$ cat config.mk
export PLATFORM = sky130hd
export DESIGN_NAME = rcs_regs
export DESIGN_NICKNAME = d
export VERILOG_FILES = /design/src/hdl/rcs_pkg.sv /design/src/hdl/rcs_regs.sv
export SDC_FILE = /design/constraint.sdc
export NUM_CORES = 1
export LEC_CHECK = 0
export BUFFER_PORTS_ARGS = -buffer_cell sky130_fd_sc_hd__buf_2
export CORE_MARGIN = 4
export CORE_UTILIZATION = 43
export CTS_CLUSTER_SIZE = 10
export DETAILED_ROUTE_END_ITERATION = 16
export PLACE_DENSITY = 0.67
export SETUP_SLACK_MARGIN = 0.3
export SLEW_MARGIN = 10
export SYNTH_ARGS = -nofsm -noshare
export SYNTH_HDL_FRONTEND = slang
export SYNTH_SLANG_ARGS = --single-unit
$ cat constraint.sdc
create_clock -name clock -period 3.3 [get_ports clock]
set_input_delay 0.66 -clock clock [delete_from_list [all_inputs] [get_ports clock]]
set_output_delay 0.66 -clock clock [all_outputs]
set_load 0.005 [all_outputs]
$ cat src/hdl/rcs_pkg.sv
package rcs_pkg;

  // ---------------------------------------------------------------------
  // Register byte offsets.
  // ---------------------------------------------------------------------
  localparam logic [7:0] OFF_STATUS  = 8'h04;
  localparam logic [7:0] OFF_IRQ_EN  = 8'h08;
  localparam logic [7:0] OFF_CMD_LO  = 8'h10;
  localparam logic [7:0] OFF_CMD_HI  = 8'h14;
  localparam logic [7:0] OFF_EVT_LO  = 8'h18;
  localparam logic [7:0] OFF_EVT_HI  = 8'h1C;

  // ---------------------------------------------------------------------
  // Field positions and reset values.
  // ---------------------------------------------------------------------
  localparam int          BIT_EVT_PROC = 17;
  localparam int          BIT_HALTED   = 16;
  localparam int          BIT_HOST_ERR = 10;
  localparam int          BIT_EVT_RDY  = 9;
  localparam int          BIT_CMD_RDY  = 8;
  localparam int          SRC_W        = 8;
  localparam int          OFS_W        = 12;
  localparam logic [31:0] STATUS_RST   = 32'h0001_0000;
  localparam logic [31:0] IRQ_EN_RST   = 32'h0000_0000;
  localparam logic [31:0] IRQ_EN_MASK  = 32'h0000_07FF;

  // Halt sequencing states.
  typedef enum logic [2:0] {
    RCS_RUN    = 3'b001,
    RCS_CANCEL = 3'b010,
    RCS_HALTED = 3'b100
  } rcs_run_t;

  // Register access request.
  typedef struct packed {
    logic        sel;
    logic        wr;
    logic [7:0]  addr;
    logic [31:0] wdata;
  } rcs_req_t;

  // Events from the controller core, all on the same clock.
  typedef struct packed {
    logic             run;
    logic             int_when_ready;
    logic             evt_addr_valid;
    logic             cmd_fetched;
    logic             host_err;
    logic             evt_written;
    logic [OFS_W-1:0] evt_size;
    logic             evt_done;
    logic             cmds_idle;
    logic [SRC_W-1:0] src_irq;
  } rcs_core_t;

  // Complete state of the register bank.
  typedef struct packed {
    rcs_run_t         run_st;
    logic             evt_proc;
    logic             host_err;
    logic             evt_rdy;
    logic             cmd_rdy;
    logic [10:0]      irq_en;
    logic [61:0]      cmd_ptr;
    logic [51:0]      evt_base;
    logic [OFS_W-1:0] evt_ofs;
    logic [31:0]      rdata;
    logic             ack;
    logic             irq;
    logic             clr_active;
    logic             clr_evt_valid;
    logic             cancel;
  } rcs_state_t;

endpackage : rcs_pkg

$ cat src/hdl/rcs_regs.sv
`timescale 1ns/10ps
// Summary of operation
// - Writing one clears a status flag.
// - Event processing means valid pointer and run.
// - Event ready drops event processing.
// - Run cleared drops processing, sets halted.
// - Halted is zero while running.
// - Halted resets to one, set on stop.
// - Host bus failure sets host error.
// - Host error clears the command-active bit.
// - Finished event writes set event ready.
// - Command taken sets ready flag if requested.
// - Source field has one bit per interface.
// - Source bits follow sources, software cannot write.
// - Enables reset zero; disabled flags still record.
// - Enables gate flags; clearing acknowledges interrupt.
// - Enabled source bit raises the interrupt.
// - Command pointer holds address bits 63:2.
// - Event base address never changed by hardware.
// - Offset advances by each event size.
// - Reserved bits read as zero.
// - Valid pointer taken, processing set, valid cleared.
// - Command read clears the command-active bit.
// - Stopping cancels pending commands before halting.
module rcs_regs (
  input  wire logic               clock,
  input  wire logic               nrst,
  input  wire rcs_pkg::rcs_req_t  req,
  input  wire rcs_pkg::rcs_core_t core,
  output logic [31:0]             rdata,
  output logic                    ack,
  output logic                    irq,
  output logic                    clr_active,
  output logic                    clr_evt_valid,
  output logic                    cancel_cmds,
  output logic                    halted,
  output logic                    evt_proc,
  output logic [63:0]             cmd_addr,
  output logic [63:0]             evt_addr
);

  rcs_pkg::rcs_state_t s_q;
  rcs_pkg::rcs_state_t s_d;
  logic [31:0]         status_rd;
  logic                wr_sts;
  logic [31:0]         w1c;

  // ---------------------------------------------------------------------
  // Status word as read by software; reserved bits are zero.
  // ---------------------------------------------------------------------
  always_comb begin
    status_rd                        = '0;
    status_rd[rcs_pkg::BIT_EVT_PROC] = s_q.evt_proc;
    status_rd[rcs_pkg::BIT_HALTED]   = (s_q.run_st == rcs_pkg::RCS_HALTED);
    status_rd[rcs_pkg::BIT_HOST_ERR] = s_q.host_err;
    status_rd[rcs_pkg::BIT_EVT_RDY]  = s_q.evt_rdy;
    status_rd[rcs_pkg::BIT_CMD_RDY]  = s_q.cmd_rdy;
    status_rd[rcs_pkg::SRC_W-1:0]    = core.src_irq;
  end

  // Write strobe for the status register and its one-to-clear mask.
  assign wr_sts = req.sel && req.wr && (req.addr == rcs_pkg::OFF_STATUS);
  assign w1c    = wr_sts ? req.wdata : 32'h0000_0000;

  // ---------------------------------------------------------------------
  // Next-state logic.
  // ---------------------------------------------------------------------
  always_comb begin
    s_d               = s_q;
    s_d.ack           = req.sel;
    s_d.clr_active    = 1'b0;
    s_d.clr_evt_valid = 1'b0;

    // Halt sequencing: cancel pending commands, then report halted.
    case (s_q.run_st)
      rcs_pkg::RCS_RUN: begin
        if (!core.run) begin
          s_d.run_st   = rcs_pkg::RCS_CANCEL;
          s_d.evt_proc = 1'b0;
        end
      end
      rcs_pkg::RCS_CANCEL: begin
        if (core.cmds_idle) begin
          s_d.run_st = rcs_pkg::RCS_HALTED;
        end
      end
      rcs_pkg::RCS_HALTED: begin
        if (core.run) begin
          s_d.run_st = rcs_pkg::RCS_RUN;
        end
      end
      default: begin
        s_d.run_st = rcs_pkg::RCS_HALTED;
      end
    endcase
    // Running has priority: halted reads zero from the cycle after run is seen set.
    if (core.run) begin
      s_d.run_st = rcs_pkg::RCS_RUN;
    end
    s_d.cancel = (s_d.run_st == rcs_pkg::RCS_CANCEL);

    // Taking a newly valid event pointer enables event processing.
    if (core.run && core.evt_addr_valid && !s_q.evt_proc
        && !s_q.clr_evt_valid) begin
      s_d.evt_proc      = 1'b1;
      s_d.clr_evt_valid = 1'b1;
    end
    // Running offset into the event buffer; the base is left alone.
    if (core.evt_written && s_q.evt_proc) begin
      s_d.evt_ofs = s_q.evt_ofs + core.evt_size;
    end
    // Completed buffer: flag it and stop event processing.
    if (core.evt_done && s_q.evt_proc) begin
      s_d.evt_proc = 1'b0;
    end
    if (!core.run) begin
      s_d.evt_proc = 1'b0;
    end

    // Command handshake and host error both drop the active bit.
    if (core.cmd_fetched || core.host_err) begin
      s_d.clr_active = 1'b1;
    end

    // Sticky flags: a write of one clears, a new event wins over it.
    s_d.host_err = (s_q.host_err && !w1c[rcs_pkg::BIT_HOST_ERR])
                   || core.host_err;
    s_d.evt_rdy  = (s_q.evt_rdy && !w1c[rcs_pkg::BIT_EVT_RDY])
                   || (core.evt_done && s_q.evt_proc);
    s_d.cmd_rdy  = (s_q.cmd_rdy && !w1c[rcs_pkg::BIT_CMD_RDY])
                   || (core.cmd_fetched && core.int_when_ready);

    // Register writes and reads.
    if (req.sel && req.wr) begin
      case (req.addr)
        rcs_pkg::OFF_IRQ_EN: s_d.irq_en = req.wdata[10:0];
        rcs_pkg::OFF_CMD_LO: s_d.cmd_ptr[29:0] = req.wdata[31:2];
        rcs_pkg::OFF_CMD_HI: s_d.cmd_ptr[61:30] = req.wdata;
        rcs_pkg::OFF_EVT_LO: begin
          s_d.evt_base[19:0] = req.wdata[31:12];
          s_d.evt_ofs        = req.wdata[rcs_pkg::OFS_W-1:0];
        end
        rcs_pkg::OFF_EVT_HI: s_d.evt_base[51:20] = req.wdata;
        default: s_d.irq_en = s_q.irq_en;
      endcase
    end
    s_d.rdata = 32'h0000_0000;
    if (req.sel && !req.wr) begin
      case (req.addr)
        rcs_pkg::OFF_STATUS: s_d.rdata = status_rd;
        rcs_pkg::OFF_IRQ_EN: s_d.rdata = {21'h0_0000, s_q.irq_en};
        rcs_pkg::OFF_CMD_LO: s_d.rdata = {s_q.cmd_ptr[29:0], 2'b00};
        rcs_pkg::OFF_CMD_HI: s_d.rdata = s_q.cmd_ptr[61:30];
        rcs_pkg::OFF_EVT_LO: s_d.rdata = {s_q.evt_base[19:0], s_q.evt_ofs};
        rcs_pkg::OFF_EVT_HI: s_d.rdata = s_q.evt_base[51:20];
        default: s_d.rdata = 32'h0000_0000;
      endcase
    end

    // Level interrupt from enabled flags and enabled sources.
    s_d.irq = |(s_q.irq_en & status_rd[10:0]);
  end

  // ---------------------------------------------------------------------
  // State register.
  // ---------------------------------------------------------------------
  always_ff @(posedge clock or negedge nrst) begin
    if (!nrst) begin
      s_q          <= '0;
      s_q.run_st   <= rcs_pkg::RCS_HALTED;
      s_q.irq_en   <= rcs_pkg::IRQ_EN_RST[10:0];
    end else begin
      s_q <= s_d;
    end
  end

  // Outputs straight from the state register.
  assign rdata         = s_q.rdata;
  assign ack           = s_q.ack;
  assign irq           = s_q.irq;
  assign clr_active    = s_q.clr_active;
  assign clr_evt_valid = s_q.clr_evt_valid;
  assign cancel_cmds   = s_q.cancel;
  assign halted        = (s_q.run_st == rcs_pkg::RCS_HALTED);
  assign evt_proc      = s_q.evt_proc;
  assign cmd_addr      = {s_q.cmd_ptr, 2'b00};
  assign evt_addr      = {s_q.evt_base, s_q.evt_ofs};
endmodule : rcs_regs

==> impl_metrics.tcl, run 1 <==
set metrics [dict create \
    worst_slew_pin_slew_ns 0.7710 \
    post-route-min-period_ns 2.287 \
    final_net_count 999 \
    cts.sink_count 181 \
    dieHeight_microns 155.3 \
    synth.distinct_cells 49 \
    core-area_sq_um 21220 \
    antenna-diode-count 0 \
    initial_cell_density_of_the_core_pct 43.99 \
    path_common_cell "xnor2_1" \
    clock_skew_ns 0.009382 \
    cts.clk_slew.worst_paths_ns 0.07 \
    ant_nets 0 \
    criticalPathCategory "flip-flop to flip-flop" \
    worst_reg2reg_path_endpoint "evt_addr[11]$_DFF_PN0_" \
    worstHoldPathType "input port to async pin" \
    dpl.hpwl_microns 17490 \
    grt_antenna_before_repair 1 \
    timing.final.setup_violations 0 \
    grt_max_degree 69 \
    layoutNonFillerInstCount 1202 \
    power.ir.vdd_worst_mv 0.3040 \
    synthesis.instances 847 \
    cts_hold_buffers 0 \
    worst_ep_arrival_time_ns 2.57 \
    outcome "complete, no violations" \
    start_kind "flip-flop" \
    worstReg2RegStart "evt_addr[6]$_DFF_PN0_" \
    globalRouteTotalUtil_pct 20.55 \
    crit_path_max_incr_delay_ns 0.49 \
    vias_in_the_first_global_route 6625 \
    highest_net_fanout_along_the_worst_path 5 \
    total_wire_length_microns 25160 \
    std_cell_rows 53 \
    period_share_pct 69.29 \
    worstSkewPairLatency_ns 0.42 \
    final_layout_size_suffix_gt1_share_pct 43.04 \
    max-cap-violations 0 \
    timing_max_transition_violations_final 0 \
    avgRoutedWirePerCell_microns 20.93 \
    asyncSetResetFlopFracSynth_pct 100.0 \
    yosys_most_used_dff "dfrtp_1" \
    clock_tree.root_cell "clkbuf_16" \
    ctsHtreeMaxLevel 4 \
    worst_setup_path_end_kind "flip-flop" \
    rsz0062_at_grt "false" \
    post_drt_via_cell_ratio 5.474 \
    setup-tns-final_ns 0 \
    postCtsSetupBuffers 0 \
    most_common_cell_after_layout_fill_and_taps_aside "buf_2" \
    p_leak_nw 5.389 \
    relSlewSlack_pct 48.12 \
    route.vias.total 6580 \
    last_weighted_congestion_value_of_the_routability_driven_placer 0.8355 \
    mostFrequentLayoutCells "buf_2 (234), dfrtp_1 (180), mux2_2 (104)" \
    grt_pass1_wl_microns 38800 \
    r2r_slack_ns 1.01 \
    post_synth_instance_area_sq_um 9335 \
    worst-r2r-cell-count 9 \
    synth-seq-area-share_pct 48.53 \
    timing.fmax_ghz 0.4373 \
    area_delta_synth_final_pct 9.931 \
    die_width_microns 155.3 \
    placement.io_buffers 236 \
    drt_pass_1_iters 5 \
    cts_resized 0 \
    critical_path.slowest_cell "dfrtp_1" \
    numCtsBuffers 17 \
    drc 0 \
    synth-seq-cells 181 \
    power.total_mw 5.599 \
    cts_tree "yes" \
    postLayoutCoreUtil_pct 48.36 \
    io-pin-count 239 \
    dieArea_sq_um 24130 \
    worstPathCellList "ha_1 > nand3_1 > nand2_1 > a21o_1 > o41a_1 > xnor2_1 > nor2_1 > xnor2_1 > a21oi_1" \
    finalHoldViolCount 0 \
    synthesis.yosys.warnings 0 \
    synth_area_per_cell_sq_um 11.02 \
    drtIter0Drc 441 \
    synth-edff-count 0 \
    globalRouteOverflowTotal 0 \
    worstPathRequired_ns 3.58 \
    dpl.cell_count 1171 \
    max-clock-path-buffers 2 \
    powerDensity_nw_per_um2 545.6 \
]
area by class of cell:
class / instances / area (sq um)
clock buffer: 17 / 425.4
tap: 275 / 344.1
inverter: 4 / 15.01
timing repair buffer: 253 / 1345
sequential: 181 / 4531
clock inverter: 14 / 190.2
multi-input combinational: 458 / 3412
fill: 1991 / 10960
worst max-delay path: cells and delay by family, from the launching register on:
| family | cells | cell delay, ns |
|---|---|---|
| fa+ha+maj | 1 | 0.40 |
| xor+xnor | 2 | 0.26 |
| simple gates | 3 | 0.31 |
| compound gates | 3 | 0.68 |
| flops | 1 | 0.49 |
kinds of logic (layout without fill, tap and decap cells):
| group | Yosys count | in the layout | share of synthesized area, % |
|---|---|---|---|
| AO/OA/AOI/OAI | 156 | 156 | 11.79 |
| XOR/XNOR | 8 | 8 | 0.7505 |
| adder cells (fa/ha/maj) | 12 | 12 | 1.689 |
| buffers and inverters | 209 | 288 | 15.29 |
| flip-flops | 181 | 181 | 48.53 |
| multiplexers | 120 | 120 | 14.35 |
| other | 1 | 2 | 0.04017 |
| AND/OR/NAND/NOR | 160 | 160 | 7.546 |
Yosys cell counts (11+ instances only):
master | number | area [sq um]
a22oi_1 | 31 | 232.7
buf_4 | 163 | 1224
ha_1 | 11 | 137.6
mux2_2 | 104 | 1171
a211oi_1 | 24 | 180.2
nand2_1 | 84 | 315.3
o21ai_0 | 13 | 65.06
dfrtp_1 | 180 | 4504
a221oi_1 | 30 | 262.8
a21oi_1 | 37 | 185.2
nor2_1 | 38 | 142.6
clkbuf_1 | 17 | 63.81
buf_2 | 25 | 125.1
per-layer routing:
layer / GRT usage, % / wire [microns] / vias to the layer above
met2: 33.48 / 12290 / 242
met4: 6.336 / 444 / 2
met5: 0 / 7 / -
li1: - / - / 2969
met1: 27.71 / 10820 / 3335
met3: 4.256 / 1607 / 32
where the power goes:
group	total [mW]	switching (mW)	internal [mW]
Combinational	0.954	0.528	0.426
Clock	2.15	0.932	1.22
Sequential	2.50	0.157	2.34
Total	5.60	1.62	3.98
flip-flops by register name, indices dropped and copies added (netlist names):
name and cells:
clr_evt_valid 1, rdata 32, evt_addr 64, irq 1, ack 1, s_q 17
cmd_addr 62, cancel_cmds 1, evt_proc 1, clr_active 1
worst max path at each step:
| stage | from | end |
|---|---|---|
| 2_1_floorplan | core[17] | evt_addr[11]$_DFF_PN0_ |
| 3_3_place_gp | req[37] | cmd_addr[46]$_DFFE_PN0P_ |
| 3_5_place_dp | req[37] | cmd_addr[58]$_DFFE_PN0P_ |
| 4_1_cts | s_q[180]$_DFF_PN1_ | halted |
| 5_1_grt | evt_addr[0]$_DFF_PN0_ | evt_addr[10]$_DFF_PN0_ |
| 6_report | evt_addr[6]$_DFF_PN0_ | evt_addr[11]$_DFF_PN0_ |
through the flow:
step | hold slack (ns) | instance area (sq um) | setup WS, ns
finish | 0.2216 | 10260 | 1.013
global route | 0.2513 | 10260 | 0.8187
CTS | 0.2462 | 10260 | 0.9705
detailed placement | 0.4363 | 9647 | 0.6521
global placement | 0.4280 | 9647 | 0.7441
floorplan | 0.3644 | 9339 | 0.9729
No activity file was read; power rests on OpenSTA's default activity.
==> inputs of run 2 (changes only) <==
--- a/config.mk
+++ b/config.mk
@@ -10,7 +10,7 @@
 export CORE_UTILIZATION = 43
 export CTS_CLUSTER_SIZE = 10
 export DETAILED_ROUTE_END_ITERATION = 16
-export PLACE_DENSITY = 0.67
+export PLACE_DENSITY = 0.7
 export SETUP_SLACK_MARGIN = 0.3
 export SLEW_MARGIN = 10
 export SYNTH_ARGS = -nofsm -noshare
==> constraint.sdc (replaced) <==
create_clock -name clock -period 2.1 [get_ports clock]
set_input_delay 0.42 -clock clock [delete_from_list [all_inputs] [get_ports clock]]
set_output_delay 0.42 -clock clock [all_outputs]
set_load 0.005 [all_outputs]
==> impl_metrics.tcl, run 2 (synthesis results as in run 1) <==
set metrics [dict create \
    outcome "complete, no violations" \
    dieArea_sq_um 24130 \
    clock_skew_ns 0.01022 \
    worstSkewPairLatency_ns 0.43 \
    globalRouteTotalUtil_pct 21.23 \
    worst_slew_pin_slew_ns 0.7132 \
    power.ir.vdd_worst_mv 0.5210 \
    initial_cell_density_of_the_core_pct 43.99 \
    highest_net_fanout_along_the_worst_path 2 \
    final_layout_size_suffix_gt1_share_pct 47.94 \
    std_cell_rows 53 \
    timing.final.setup_violations 0 \
    total_wire_length_microns 25720 \
    timing_max_transition_violations_final 0 \
    grt_antenna_before_repair 6 \
    grt_max_degree 76 \
    cts_tree "yes" \
    grt_pass1_wl_microns 39870 \
    drc 0 \
    clock_tree.root_cell "clkbuf_16" \
    die_width_microns 155.3 \
    drt_pass_1_iters 5 \
    route.vias.total 6761 \
    cts.clk_slew.worst_paths_ns 0.07 \
    numCtsBuffers 17 \
    final_net_count 1044 \
    placement.io_buffers 236 \
    ant_nets 0 \
    place_area_sq_um 10050 \
    finish.instance_area_sq_um 10790 \
    worst_ep_arrival_time_ns 2.33 \
    avgRoutedWirePerCell_microns 20.54 \
    powerDensity_nw_per_um2 849.8 \
    most_common_cell_after_layout_fill_and_taps_aside "buf_2" \
    ctsHtreeMaxLevel 4 \
    dieHeight_microns 155.3 \
    period_share_pct 96.54 \
    max-cap-violations 0 \
    area_delta_synth_final_pct 15.63 \
    layoutNonFillerInstCount 1252 \
    setup-tns-final_ns 0 \
    post_drt_via_cell_ratio 5.400 \
    dpl.cell_count 1207 \
    relSlewSlack_pct 52.34 \
    globalRouteOverflowTotal 0 \
    drtIter0Drc 518 \
    io-pin-count 239 \
    worstPathRequired_ns 2.40 \
    rsz0062_at_grt "true" \
    max_ffs_per_register 64 \
    postLayoutCoreUtil_pct 50.87 \
    core-area_sq_um 21220 \
    start_kind "flip-flop" \
    p_leak_nw 5.643 \
    criticalPathCategory "flip-flop to flip-flop" \
    post-route-min-period_ns 2.027 \
    finalHoldViolCount 0 \
    timing.fmax_ghz 0.4932 \
    worst_setup_path_end_kind "flip-flop" \
    mostFrequentLayoutCells "buf_2 (235), dfrtp_1 (180), mux2_2 (104)" \
    max-clock-path-buffers 2 \
    cts.sink_count 181 \
    vias_in_the_first_global_route 6898 \
    last_weighted_congestion_value_of_the_routability_driven_placer 0.8740 \
    worstHoldPathType "input port to flip-flop" \
    dpl.hpwl_microns 18320 \
]
-- run 2: cell count changes in the layout (fill, tap and decap cells not counted), moves of 4 or more --
cell | previous run | this run
a21oi_1 | 37 | 33
a21oi_2 | 2 | 6
buf_12 | 2 | 7
buf_4 | 16 | 51
buf_6 | 0 | 4
diode_2 | 0 | 5
ha_1 | 11 | 6
ha_4 | 0 | 5
o21ai_0 | 13 | 7
o21ai_1 | 0 | 4
-- run 2: critical path, cell delays in order (launching register included) --
cell	delay [ns]
dfrtp_1	0.38
ha_4	0.14
inv_2	0.03
fa_2	0.35
nor2b_2	0.14
o211ai_1	0.12
a21oi_2	0.22
o21ai_2	0.08
nand2b_1	0.09
a21oi_2	0.06
xor2_1	0.17
a21oi_1	0.10
-- run 2: layout make-up --
type / count / area [sq um]
diodes: 5 / 12.51
clock buffers: 17 / 425.4
clock inverters: 14 / 165.2
fillers: 1920 / 10430
inverters: 4 / 15.01
multi-input cells: 458 / 3547
flip-flops and latches: 181 / 4531
well taps: 275 / 344.1
repair buffers: 298 / 1754
-- run 2: per-stage QoR --
stage / power, mW / hold slack, ns / worst slack [ns]
final: 9.172 / 0.1637 / 0.07258
after global routing: 9.665 / 0.1452 / -0.09811
after CTS: 9.183 / 0.1406 / 0.09795
after detailed placement: 5.799 / 0.2670 / -0.1670
after global placement: 5.745 / 0.2673 / -0.08712
after floorplan: 5.130 / 0.1244 / 0.1321
-- run 2: repair_timing --
action	in CTS	in global routing
hold buffers	1	0
setup endpoints to repair	9	10
pin swaps	18	10
buffers inserted	6	2
gates resized for setup	16	7
endpoints found under the hold margin	13	0
-- run 2: routing by layer --
layer	routed length [microns]	share of wire, %	track usage (%)
met5	11	0.043	0
met4	488	1.9	8.045
met3	1710	6.6	4.701
met2	12550	49	33.71
met1	10960	43	28.56
-- run 2: worst paths after layout --
kind | endpoint | cells after the start | start | slack [ns]
max in group asynchronous | evt_addr[20]$_DFFE_PN0P_ | 3 | nrst | 0.95
min | s_q[178]$_DFF_PN0_ | 1 | core[27] | 0.16
max | evt_addr[10]$_DFF_PN0_ | 11 | evt_addr[0]$_DFF_PN0_ | 0.07
min in group asynchronous | cmd_addr[35]$_DFFE_PN0P_ | 2 | nrst | 0.40
min reg2reg | clr_evt_valid$_DFF_PN0_ | 1 | clr_evt_valid$_DFF_PN0_ | 0.46
max reg2reg | evt_addr[10]$_DFF_PN0_ | 11 | evt_addr[0]$_DFF_PN0_ | 0.07
-- run 2: power breakdown --
group / internal (mW) / switching (mW) / total (mW)
sequential: 3.68 / 0.193 / 3.87
clock: 1.70 / 1.52 / 3.22
combinational: 1.06 / 1.03 / 2.09
total: 6.43 / 2.74 / 9.17
==> inputs of run 3 (changes only) <==
--- a/config.mk
+++ b/config.mk
@@ -10,7 +10,7 @@
 export CORE_UTILIZATION = 43
 export CTS_CLUSTER_SIZE = 10
 export DETAILED_ROUTE_END_ITERATION = 16
-export PLACE_DENSITY = 0.7
+export PLACE_DENSITY_LB_ADDON = 0.08
 export SETUP_SLACK_MARGIN = 0.3
 export SLEW_MARGIN = 10
 export SYNTH_ARGS = -nofsm -noshare
==> impl_metrics.tcl, run 3 (synthesis results as in run 1) <==
set metrics [dict create \
    seq_area_sq_um 4531 \
    initial_cell_density_of_the_core_pct 43.99 \
    postLayoutCoreUtil_pct 50.83 \
    multi_input_comb_area_sq_um 3577 \
    worstReg2RegStart "evt_addr[1]$_DFF_PN0_" \
    max-clock-path-buffers 2 \
    relSlewSlack_pct 55.93 \
    grt_pass1_wl_microns 40020 \
    numCtsBuffers 17 \
    worst_reg2reg_path_endpoint "evt_addr[11]$_DFF_PN0_" \
    outcome "finished, violations left" \
    dpl.cell_count 1209 \
    finish.instance_area_sq_um 10790 \
    layoutNonFillerInstCount 1248 \
    ant_nets 0 \
    fillers 1982 \
    violations_in_the_final_reports "negative hold slack" \
    criticalPathCategory "flip-flop to flip-flop" \
    place_area_sq_um 10040 \
    grt_max_degree 65 \
    cts.clk_slew.worst_paths_ns 0.07 \
    last_weighted_congestion_value_of_the_routability_driven_placer 0.7996 \
    period_share_pct 96.93 \
    grt_antenna_before_repair 3 \
    max_ffs_per_register 64 \
    vias_in_the_first_global_route 6906 \
    globalRouteOverflowTotal 0 \
    clock_skew_ns 0.007155 \
    area_delta_synth_final_pct 15.53 \
    final_worst_hold_slack_ns -0.01300 \
    worst-r2r-cell-count 9 \
    final_layout_size_suffix_gt1_share_pct 48.41 \
    avgRoutedWirePerCell_microns 20.61 \
    cts_tree "yes" \
    highest_net_fanout_along_the_worst_path 2 \
    setup-tns-final_ns 0 \
    worst_setup_path_end_kind "flip-flop" \
    global_route.usage.met2_pct 33.22 \
    most_common_cell_after_layout_fill_and_taps_aside "buf_2" \
    rsz0062_at_grt "true" \
    dieHeight_microns 155.3 \
    drtIter0Drc 336 \
    route.vias.total 6632 \
    start_kind "flip-flop" \
    post-route-min-period_ns 2.035 \
    globalRouteMet3Util_pct 6.426 \
    timing_max_transition_violations_final 0 \
    placement.io_buffers 236 \
    drc 0 \
    worstPathRequired_ns 2.41 \
    met1_resource_use_gr_pct 29.96 \
    worst_ep_arrival_time_ns 2.35 \
    std_cell_rows 53 \
    cts.sink_count 181 \
    core-area_sq_um 21220 \
    io-pin-count 239 \
    powerDensity_nw_per_um2 863.4 \
    mostFrequentLayoutCells "buf_2 (235), dfrtp_1 (180), mux2_2 (104)" \
    finalHoldViolCount 6 \
    worstSkewPairLatency_ns 0.43 \
    timing.fmax_ghz 0.4913 \
    r2r_slack_ns 0.06 \
    power.ir.vdd_worst_mv 0.5377 \
    ctsHtreeMaxLevel 4 \
    p_leak_nw 5.641 \
    worst_slew_pin_slew_ns 0.6611 \
    worstHoldPathType "input port to async pin" \
    timing.final.setup_violations 0 \
    drt_pass_1_iters 6 \
    die_width_microns 155.3 \
    antenna-diode-count 0 \
    max-cap-violations 0 \
    clock_tree.root_cell "clkbuf_16" \
    final_net_count 1044 \
    globalRouteTotalUtil_pct 21.31 \
    post_drt_via_cell_ratio 5.314 \
    grt.busiest_layer "met2" \
    dpl.hpwl_microns 19080 \
    total_wire_length_microns 25720 \
    dieArea_sq_um 24130 \
]
==> run 3: cell types whose count changed in the layout (fill, tap and decap cells not counted), moves of 2 or more <==
cell	before	now
a21oi_1	33	29
xnor2_2	0	2
clkinvlp_4	1	5
xnor2_1	4	2
buf_4	51	55
buf_12	7	5
clkinv_4	4	1
inv_8	6	3
a21oi_2	6	10
inv_6	1	3
diode_2	5	0
==> run 3: worst max-delay path by stage <==
| stage | from | end | slack [ns] | cells past startpoint |
|---|---|---|---|---|
| after floorplan | core[17] | evt_addr[11]$_DFF_PN0_ | 0.13 | 9 |
| after global placement | core[11] | evt_addr[11]$_DFF_PN0_ | -0.05 | 10 |
| after detailed placement | core[11] | evt_addr[11]$_DFF_PN0_ | -0.10 | 10 |
| after CTS | evt_addr[7]$_DFF_PN0_ | evt_addr[11]$_DFF_PN0_ | 0.08 | 9 |
| after global routing | evt_addr[1]$_DFF_PN0_ | evt_addr[7]$_DFF_PN0_ | -0.02 | 10 |
| final | evt_addr[1]$_DFF_PN0_ | evt_addr[11]$_DFF_PN0_ | 0.06 | 9 |
==> run 3: final cells by class <==
class	count	share of cell area, %
sequential	181	42.01
multi-input combinational	458	33.17
timing repair buffer	298	15.97
clock buffer	18	3.979
tap	275	3.190
clock inverter	14	1.543
inverter	4	0.1392
==> run 3: routing by layer <==
layer	vias up	part of all wire [%]
met3	19	7.7
met1	3329	45
met4	6	0.80
met2	216	47
met5	-	0.11
li1	3062	-
==> run 3: where the power goes <==
part	switching (mW)	internal (mW)
registers	0.215	3.68
clock network	1.46	1.79
logic	1.07	1.10
total	2.75	6.56
==> run 3: metrics by stage <==
step                power [mW]  setup slack (ns)
floorplan                5.130            0.1321
global placement         5.817          -0.04789
detailed placement       5.872           -0.1014
CTS                      9.223           0.08169
global route             9.750          -0.01827
finish                   9.312           0.06456
==> run 3: critical path, cell delays in order (launching register included) <==
cell and delay (ns):
dfrtp_1 0.40, ha_1 0.29, a21o_1 0.20, nand4_1 0.14, a21oi_2 0.09, o41a_1 0.32, xnor2_1 0.16, nor2_1 0.07
xnor2_1 0.16, a21oi_1 0.09
==> run 3: timing repair <==
| action | in CTS | in global routing |
|---|---|---|
| resized for setup | 10 | 16 |
| setup buffers | 4 | 3 |
| hold buffers | 0 | 0 |
| pin swaps | 9 | 4 |
| setup endpoints to repair | 9 | 9 |
| gates cloned | 0 | 0 |
